<file path="config.mk">
export PLATFORM = sky130hd
export DESIGN_NAME = cpwm_unit
export DESIGN_NICKNAME = d
export VERILOG_FILES = /design/src/hw/cpwm_pkg.sv /design/src/hw/cpwm_tmr_if.sv /design/src/hw/cpwm_unit.sv /design/src/hw/cpwm_period_timer.sv
export SDC_FILE = /design/constraint.sdc
export NUM_CORES = 1
export LEC_CHECK = 0
export BUFFER_PORTS_ARGS = -buffer_cell sky130_fd_sc_hd__buf_2
export CORE_MARGIN = 2
export CORE_UTILIZATION = 45
export DETAILED_ROUTE_END_ITERATION = 8
export PLACE_DENSITY = 0.76
export SLEW_MARGIN = 5
export SYNTH_ARGS = -nofsm -noshare
export SYNTH_HDL_FRONTEND = slang
export SYNTH_SLANG_ARGS = --single-unit
</file>
<file path="constraint.sdc">
create_clock -name i_clk_sys -period 2.55 [get_ports i_clk_sys]
set_input_delay 0.1275 -clock i_clk_sys [delete_from_list [all_inputs] [get_ports i_clk_sys]]
set_output_delay 0.1275 -clock i_clk_sys [all_outputs]
set_load 0.02 [all_outputs]
</file>
<file path="src/hw/cpwm_pkg.sv">
// Notes on behaviour
// Compare match of timer one sets event flag.
// Enabled compare event wakes sleeping device.
// PWM waveform on pin, ten-bit resolution.
// Period equals (limit+1) times four times prescale.
// Period end clears period timer count.
// Period end sets pin unless duty zero.
// Period end loads duty into buffer.
// Postscaler never affects PWM period.
// New duty applies only after period end.
// Alignment bit chooses duty bit placement.
// Duty double-buffered so output never glitches.
// Time base is count plus two phase bits.
// Time base reaching duty clears the pin.
// Resolution is log2 of four times (limit+1).
// Duty beyond period leaves pin unchanged.
// Sleep freezes timer, state and pin level.
// Software follows the documented setup order.
// Software waits for timer flag before driving.
// Pin direction must be output for waveform.
// Mode field 1111 selects PWM operation.
// Alignment 0 is right, 1 is left.
// Left: duty high byte, low bits 7:6.
// Right: duty low byte, high bits 1:0.
package cpwm_pkg;

   localparam int TMR_W   = 8;
   localparam int PHASE_W = 2;
   localparam int DUTY_W  = TMR_W + PHASE_W;
   localparam int PRE_W   = 8;
   localparam int STEPS_W = DUTY_W + 1;
   localparam int MODE_W  = 4;

   localparam logic [MODE_W-1:0] MODE_OFF      = 4'h0;
   localparam logic [MODE_W-1:0] MODE_TOG_CLR  = 4'h1;
   localparam logic [MODE_W-1:0] MODE_TOG      = 4'h2;
   localparam logic [MODE_W-1:0] MODE_CMP_LO   = 4'h8;
   localparam logic [MODE_W-1:0] MODE_CMP_HI   = 4'hb;
   localparam logic [MODE_W-1:0] MODE_PWM      = 4'hf;

   localparam logic ALIGN_RIGHT = 1'b0;
   localparam logic ALIGN_LEFT  = 1'b1;

   // Prescale codes: 1:1, 1:4, 1:16, 1:64.
   typedef enum logic [1:0] {
      CPWM_PS_1,
      CPWM_PS_4,
      CPWM_PS_16,
      CPWM_PS_64
   } cpwm_ps_t;

   localparam logic [2:0] PS_SHIFT_STEP = 3'h2;

   // Log2 of the prescale ratio.
   function automatic logic [2:0] ps_shift(input logic [1:0] ps);
      ps_shift = 3'(ps) * PS_SHIFT_STEP;
   endfunction

   // Mask of ones, prescale cycles per time-base step minus one.
   function automatic logic [PRE_W-1:0] step_mask(input logic [1:0] ps);
      step_mask = PRE_W'((9'h001 << ps_shift(ps)) - 9'h001);
   endfunction

   // Last prescaler value before the period timer advances.
   function automatic logic [PRE_W-1:0] pre_last(input logic [1:0] ps);
      pre_last = PRE_W'((9'h004 << ps_shift(ps)) - 9'h001);
   endfunction

   function automatic logic is_compare(input logic [MODE_W-1:0] m);
      is_compare = (m == MODE_TOG_CLR) || (m == MODE_TOG) ||
                   ((m >= MODE_CMP_LO) && (m <= MODE_CMP_HI));
   endfunction

endpackage

</file>
<file path="src/hw/cpwm_tmr_if.sv">
`timescale 1ns/1ps
interface cpwm_tmr_if;
   logic                         hold;
   logic                         run;
   logic [1:0]                   prescale;
   logic [cpwm_pkg::TMR_W-1:0]   limit;
   logic [cpwm_pkg::TMR_W-1:0]   count;
   logic [cpwm_pkg::PHASE_W-1:0] phase;
   logic                         step_end;
   logic                         period_end;

   modport timer (
      input  hold,
      input  run,
      input  prescale,
      input  limit,
      output count,
      output phase,
      output step_end,
      output period_end
   );

   modport user (
      output hold,
      output run,
      output prescale,
      output limit,
      input  count,
      input  phase,
      input  step_end,
      input  period_end
   );
endinterface

</file>
<file path="src/hw/cpwm_unit.sv">
`timescale 1ns/1ps
module cpwm_unit (
   input  wire logic                            i_clk_sys,
   input  wire logic                            i_rst,
   input  wire logic                            i_sleep,
   input  wire logic                            i_unit_enable,
   input  wire logic [cpwm_pkg::MODE_W-1:0]     i_unit_mode_select,
   input  wire logic                            i_duty_align_select,
   input  wire logic [7:0]                      i_duty_value_high,
   input  wire logic [7:0]                      i_duty_value_low,
   input  wire logic [cpwm_pkg::TMR_W-1:0]      i_period_limit,
   input  wire logic [1:0]                      i_period_timer_prescale,
   input  wire logic                            i_period_timer_run,
   input  wire logic                            i_period_timer_flag_clear,
   input  wire logic [7:0]                      i_timer_one_count_high,
   input  wire logic [7:0]                      i_timer_one_count_low,
   input  wire logic                            i_unit_event_irq_enable,
   input  wire logic                            i_unit_event_flag_clear,
   input  wire logic                            i_pin_direction,
   output wire logic                            o_unit_output_pin,
   output wire logic                            o_unit_output_pin_oe,
   output wire logic [cpwm_pkg::TMR_W-1:0]      o_period_timer_count,
   output wire logic                            o_period_timer_flag,
   output wire logic                            o_unit_event_flag,
   output wire logic                            o_wake_request,
   output wire logic [cpwm_pkg::STEPS_W-1:0]    o_pwm_period_steps,
   output wire logic                            o_pwm_full_resolution
);

   cpwm_tmr_if tif ();

   logic                          out_reg;
   logic                          out_next;
   logic [cpwm_pkg::DUTY_W-1:0]   duty_buf_reg;
   logic [cpwm_pkg::DUTY_W-1:0]   duty_buf_next;
   logic                          tmr_flag_reg;
   logic                          tmr_flag_next;
   logic                          evt_flag_reg;
   logic                          evt_flag_next;
   logic [cpwm_pkg::STEPS_W-1:0]  steps_reg;
   logic [cpwm_pkg::STEPS_W-1:0]  steps_next;
   logic                          full_res_reg;
   logic                          full_res_next;

   wire                           pwm_on;
   wire                           cmp_on;
   wire                           cmp_match;
   wire  [cpwm_pkg::DUTY_W-1:0]   duty_left;
   wire  [cpwm_pkg::DUTY_W-1:0]   duty_right;
   wire  [cpwm_pkg::DUTY_W-1:0]   duty_regs;
   wire  [cpwm_pkg::DUTY_W-1:0]   time_base;
   wire  [cpwm_pkg::DUTY_W-1:0]   duty_minus_one;
   wire                           duty_reached;
   wire                           period_end;

   cpwm_period_timer u_timer (
      .i_clk_sys (i_clk_sys),
      .i_rst     (i_rst),
      .tif       (tif.timer)
   );

   // Sleep stops the system clock in the real part; here it gates state.
   assign tif.hold     = i_sleep;
   assign tif.run      = i_period_timer_run;
   assign tif.prescale = i_period_timer_prescale;
   assign tif.limit    = i_period_limit;
   assign period_end   = tif.period_end;

   assign pwm_on = i_unit_enable &&
                   (i_unit_mode_select == cpwm_pkg::MODE_PWM);
   assign cmp_on = i_unit_enable &&
                   cpwm_pkg::is_compare(i_unit_mode_select);

   assign cmp_match = cmp_on &&
      ({i_duty_value_high, i_duty_value_low} ==
       {i_timer_one_count_high, i_timer_one_count_low});

   assign duty_left  = {i_duty_value_high,
                        i_duty_value_low[7:8-cpwm_pkg::PHASE_W]};
   assign duty_right = {i_duty_value_high[cpwm_pkg::PHASE_W-1:0],
                        i_duty_value_low};
   assign duty_regs  = (i_duty_align_select == cpwm_pkg::ALIGN_LEFT) ?
                       duty_left : duty_right;

   assign time_base = {tif.count, tif.phase};
   assign duty_minus_one = duty_buf_reg - 1'b1;
   // Clearing on the last cycle of step duty-1 makes the pin fall exactly
   // as the time base reaches the duty value, so the high time is
   // duty times prescale system clocks with a registered output.
   assign duty_reached = tif.step_end && (time_base == duty_minus_one);

   always_comb begin
      out_next      = out_reg;
      duty_buf_next = duty_buf_reg;
      if (!pwm_on) begin
         out_next = 1'b0;
      end else if (i_sleep) begin
         out_next = out_reg;
      end else if (period_end) begin
         duty_buf_next = duty_regs;
         out_next      = (duty_regs != '0);
      end else if (duty_reached && duty_buf_reg != '0) begin
         // A duty beyond the period is never reached, so the pin stays.
         out_next = 1'b0;
      end
   end

   // Hardware set wins over a software clear in the same cycle.
   assign tmr_flag_next = period_end ||
                          (tmr_flag_reg && !i_period_timer_flag_clear);
   assign evt_flag_next = cmp_match ||
                          (evt_flag_reg && !i_unit_event_flag_clear);

   assign steps_next = STEPS_W_CAST(({3'h0, i_period_limit} + 11'h001)
                                    << cpwm_pkg::PHASE_W);
   assign full_res_next = (i_period_limit == '1);

   function automatic logic [cpwm_pkg::STEPS_W-1:0] STEPS_W_CAST(
      input logic [cpwm_pkg::STEPS_W-1:0] v);
      STEPS_W_CAST = v;
   endfunction

   always_ff @(posedge i_clk_sys) begin
      if (i_rst) begin
         out_reg      <= 1'b0;
         duty_buf_reg <= '0;
         tmr_flag_reg <= 1'b0;
         evt_flag_reg <= 1'b0;
         steps_reg    <= '0;
         full_res_reg <= 1'b0;
      end else begin
         out_reg      <= out_next;
         duty_buf_reg <= duty_buf_next;
         tmr_flag_reg <= tmr_flag_next;
         evt_flag_reg <= evt_flag_next;
         steps_reg    <= steps_next;
         full_res_reg <= full_res_next;
      end
   end

   assign o_unit_output_pin     = out_reg;
   // The driver is enabled only while the direction bit selects output.
   assign o_unit_output_pin_oe  = !i_pin_direction;
   assign o_period_timer_count  = tif.count;
   assign o_period_timer_flag   = tmr_flag_reg;
   assign o_unit_event_flag     = evt_flag_reg;
   assign o_wake_request        = i_sleep && i_unit_event_irq_enable &&
                                  evt_flag_reg;
   assign o_pwm_period_steps    = steps_reg;
   assign o_pwm_full_resolution = full_res_reg;
endmodule

</file>
<file path="src/hw/cpwm_period_timer.sv">
`timescale 1ns/1ps
module cpwm_period_timer (
   input wire logic       i_clk_sys,
   input wire logic       i_rst,
   cpwm_tmr_if.timer      tif
);

   logic [cpwm_pkg::PRE_W-1:0] pre_reg;
   logic [cpwm_pkg::PRE_W-1:0] pre_next;
   logic [cpwm_pkg::TMR_W-1:0] cnt_reg;
   logic [cpwm_pkg::TMR_W-1:0] cnt_next;
   wire                        active;
   wire                        tick;
   wire                        at_limit;
   wire  [cpwm_pkg::PRE_W-1:0] pre_shr;

   // The prescaler counts system clocks, four per instruction clock.
   assign active   = tif.run && !tif.hold;
   assign tick     = active && (pre_reg == cpwm_pkg::pre_last(tif.prescale));
   assign at_limit = (cnt_reg == tif.limit);
   // No postscaler exists here, so the period depends on limit and prescale only.
   assign tif.period_end = tick && at_limit;
   assign pre_next = tick ? '0 : pre_reg + 1'b1;
   assign cnt_next = at_limit ? '0 : cnt_reg + 1'b1;

   // At 1:1 these are the clock phase, else the prescaler's step bits.
   assign pre_shr  = pre_reg >> cpwm_pkg::ps_shift(tif.prescale);
   assign tif.phase = pre_shr[cpwm_pkg::PHASE_W-1:0];
   assign tif.step_end = (pre_reg & cpwm_pkg::step_mask(tif.prescale)) ==
                         cpwm_pkg::step_mask(tif.prescale);
   assign tif.count = cnt_reg;

   always_ff @(posedge i_clk_sys) begin
      if (i_rst) begin
         pre_reg <= '0;
         cnt_reg <= '0;
      end else if (active) begin
         pre_reg <= pre_next;
         if (tick) begin
            cnt_reg <= cnt_next;
         end
      end
   end
endmodule

</file>
==> impl_metrics.yaml <==
run_status:
  run_status: "completed"
timing:
  skew_ns: 0.00555
  relSlewSlack: 0.553
  tightest_slew_ns: 0.666
  grt_setup_unrepaired: "false"
  setup_tns_ns: 0
  period_share: 0.855
  hold_ws_ns: 0.0557
  layout_min_cycle_time_ns: 2.18
  setup_viol: 0
  max_freq_mhz: 459
  hold_viol: 0
  drv_slew: 0
clock_network:
  post_cts_buffers: 0
  cts_inserted_buffers: 5
  post_cts_resized: 0
  cts_tree: "done"
  clk_latency_ns: 0.30
  cts-root-buf: "clkbuf_8"
  clk_pin_slew_ns: 0.07
  cts_htree_levels: 2
  clockBufferDepth: 2
  cts_hold_buf: 0
  clkSinkCount: 38
global_route:
  grt_first_pass_wirelength_um: 10500
  globalRoute.totalOverflow: 0
  grt_pass1_vias: 2304
  grtUsageTotal: 0.208
  grt_max_degree: 28
  antenna_found_initial: 0
floorplan:
  die-area_sq_mm: 0.00643
  die_h_um: 80.2
  core_sq_mm: 0.00557
  num_rows: 27
  initial_core_util: 0.469
  fp.dieW_um: 80.2
  io_pins: 81
yosys:
  ys_warn_count: 0
  ys_ff_latch: 38
  synth-seq-area-share: 0.291
  synthCells: 310
  synth_edf_count: 0
  synth_area_sq_mm: 0.00261
  synthFlopType: "dfxtp_1"
  ys_types: 51
  syn_area_per_cell_sq_um: 8.43
  synth_async_sr_flop_share: 0
routing:
  drtAntennaViolNets: 0
  avgViaCountPerCell: 5.46
  num_vias: 2474
  drc: 0
  post_drt_wl_per_cell_um: 14.2
  drt_iter0_drc: 143
  first_pass_iters: 6
  wl_um: 6420
power:
  total_power_w: 0.00133
  p_sw_frac: 0.245
  p_int_w: 0.00100
  power_frac_clock: 0.397
  peakVddDrop_mv: 0.171
  power.density_mw_per_mm2: 420
  p_seq_frac: 0.457
  leakage_nw: 1.33
  p_sw_w: 0.000326
  combPwrFrac: 0.146
critical_path:
  worstSetupStartpointType: "register"
  crit_fanout: 20
  worstPathRequired_ns: 2.76
  crit_arrival_ns: 2.39
  r2r_setup_slack_ns: 0.37
  endpoint_kind: "register"
  criticalPathCategory: "reg2reg"
place:
  dp_hpwl_um: 5100
  numPortBuffers: 78
  gp_congestion: 0.891
flow_run:
  maxCapViolCount: 0
layout:
  drive_above_1_share: 0.283
  insertedDiodeCount: 0
  area_growth_pct: 21.1
  finish.net_count: 442
  largest_reg_flops: 10
min_path:
  hold_path_class: "in2reg"
==> synthesized netlist by cell type (9+ instances only) <==
library cell,count,area (sq um)
nor2_1,35,131
clkbuf_1,11,41.3
nand3_1,9,45.0
xnor2_1,35,307
nand2_1,10,37.5
mux2i_1,14,140
nand4_1,9,56.3
a211oi_2,10,125
xor2_1,21,184
dfxtp_1,38,761
nor3_1,13,65.1
a21oi_1,11,55.1
==> cell usage in the layout, fill, tap and decap left out, types with 2 or more instances in the layout <==
| master | instances |
|---|---|
| nor4_1 | 7 |
| nor2_1 | 35 |
| xor2_1 | 21 |
| conb_1 | 2 |
| a22o_1 | 2 |
| or2_2 | 2 |
| o211ai_1 | 2 |
| inv_1 | 8 |
| nor4b_1 | 2 |
| dfxtp_1 | 38 |
| nand2b_1 | 8 |
| nand3_1 | 9 |
| buf_2 | 78 |
| and3_1 | 8 |
| nand4_1 | 9 |
| or4_1 | 2 |
| ha_1 | 5 |
| or3_1 | 5 |
| xnor2_1 | 35 |
| clkbuf_8 | 6 |
| nand2_1 | 10 |
| a211oi_1 | 2 |
| a21oi_1 | 11 |
| a211oi_2 | 10 |
| buf_4 | 3 |
| nor3_1 | 13 |
| nor3b_1 | 2 |
| o21ai_0 | 7 |
| a31oi_1 | 3 |
| mux2i_1 | 14 |
==> critical path, stage by stage, from the launching register on <==
cell and delay, ns:
dfxtp_1 0.49, xor2_1 0.12, nor4_1 0.47, o2111ai_2 0.30, nor2_1 0.26, buf_12 0.19, nor2_1 0.07, a211oi_2 0.19
==> power by group through the flow <==
stage | Clock, W | Sequential, W | Combinational (W)
after CTS | 0.000532 | 0.000607 | 0.000195
after global placement | 0 | 0.000620 | 0.000191
after floorplan | 0 | 0.000631 | 0.000100
after detailed placement | 0 | 0.000621 | 0.000194
final | 0.000527 | 0.000607 | 0.000194
after global routing | 0.000567 | 0.000608 | 0.000213
==> layer usage <==
metal  vias up  track usage  routed length [um]
li1       1235            -                   -
met1      1132        0.264                2920
met2        99        0.348                2970
met3         8       0.0539                 455
met4         0       0.0542                  81
met5         -            0                   0
==> worst paths after layout <==
path	start	end	cells past startpoint
max	u_timer.tif.count[0]	duty_buf_reg[9]	7
min	i_period_limit[0]	o_pwm_period_steps[2]	2
min reg2reg	o_period_timer_flag	o_period_timer_flag	2
max reg2reg	u_timer.tif.count[0]	duty_buf_reg[9]	7
==> stage by stage <==
stage	instance area (sq um)	util	cells	worst slack (ns)
final	3170	0.568	453	0.370
after global routing	3170	0.568	453	0.0996
after detailed placement	3050	0.548	446	0.130
after CTS	3170	0.568	453	0.369
after floorplan	2620	-	311	0.424
after global placement	3050	0.548	446	0.250
==> area by class of cell <==
class                   instances  area [sq um]
clock buffers                   6          82.6
inverters                       8          30.0
multi-input cells             246          1740
fillers                       516          2410
repair buffers                 82           433
clock inverters                 1          30.0
well taps                      72          90.1
flip-flops and latches         38           761
==> cell families after synthesis <==
kind of cell	Yosys count	synth area share
adders and majority gates	5	0.0239
muxes	14	0.0536
and+or+nand+nor	119	0.241
DFF	38	0.291
AOI/OAI and AO/OA	50	0.157
buffers and inverters	27	0.0450
xor gates and xnor gates	56	0.188
other	1	0.00143
No activity file was read; power rests on OpenSTA's default activity.
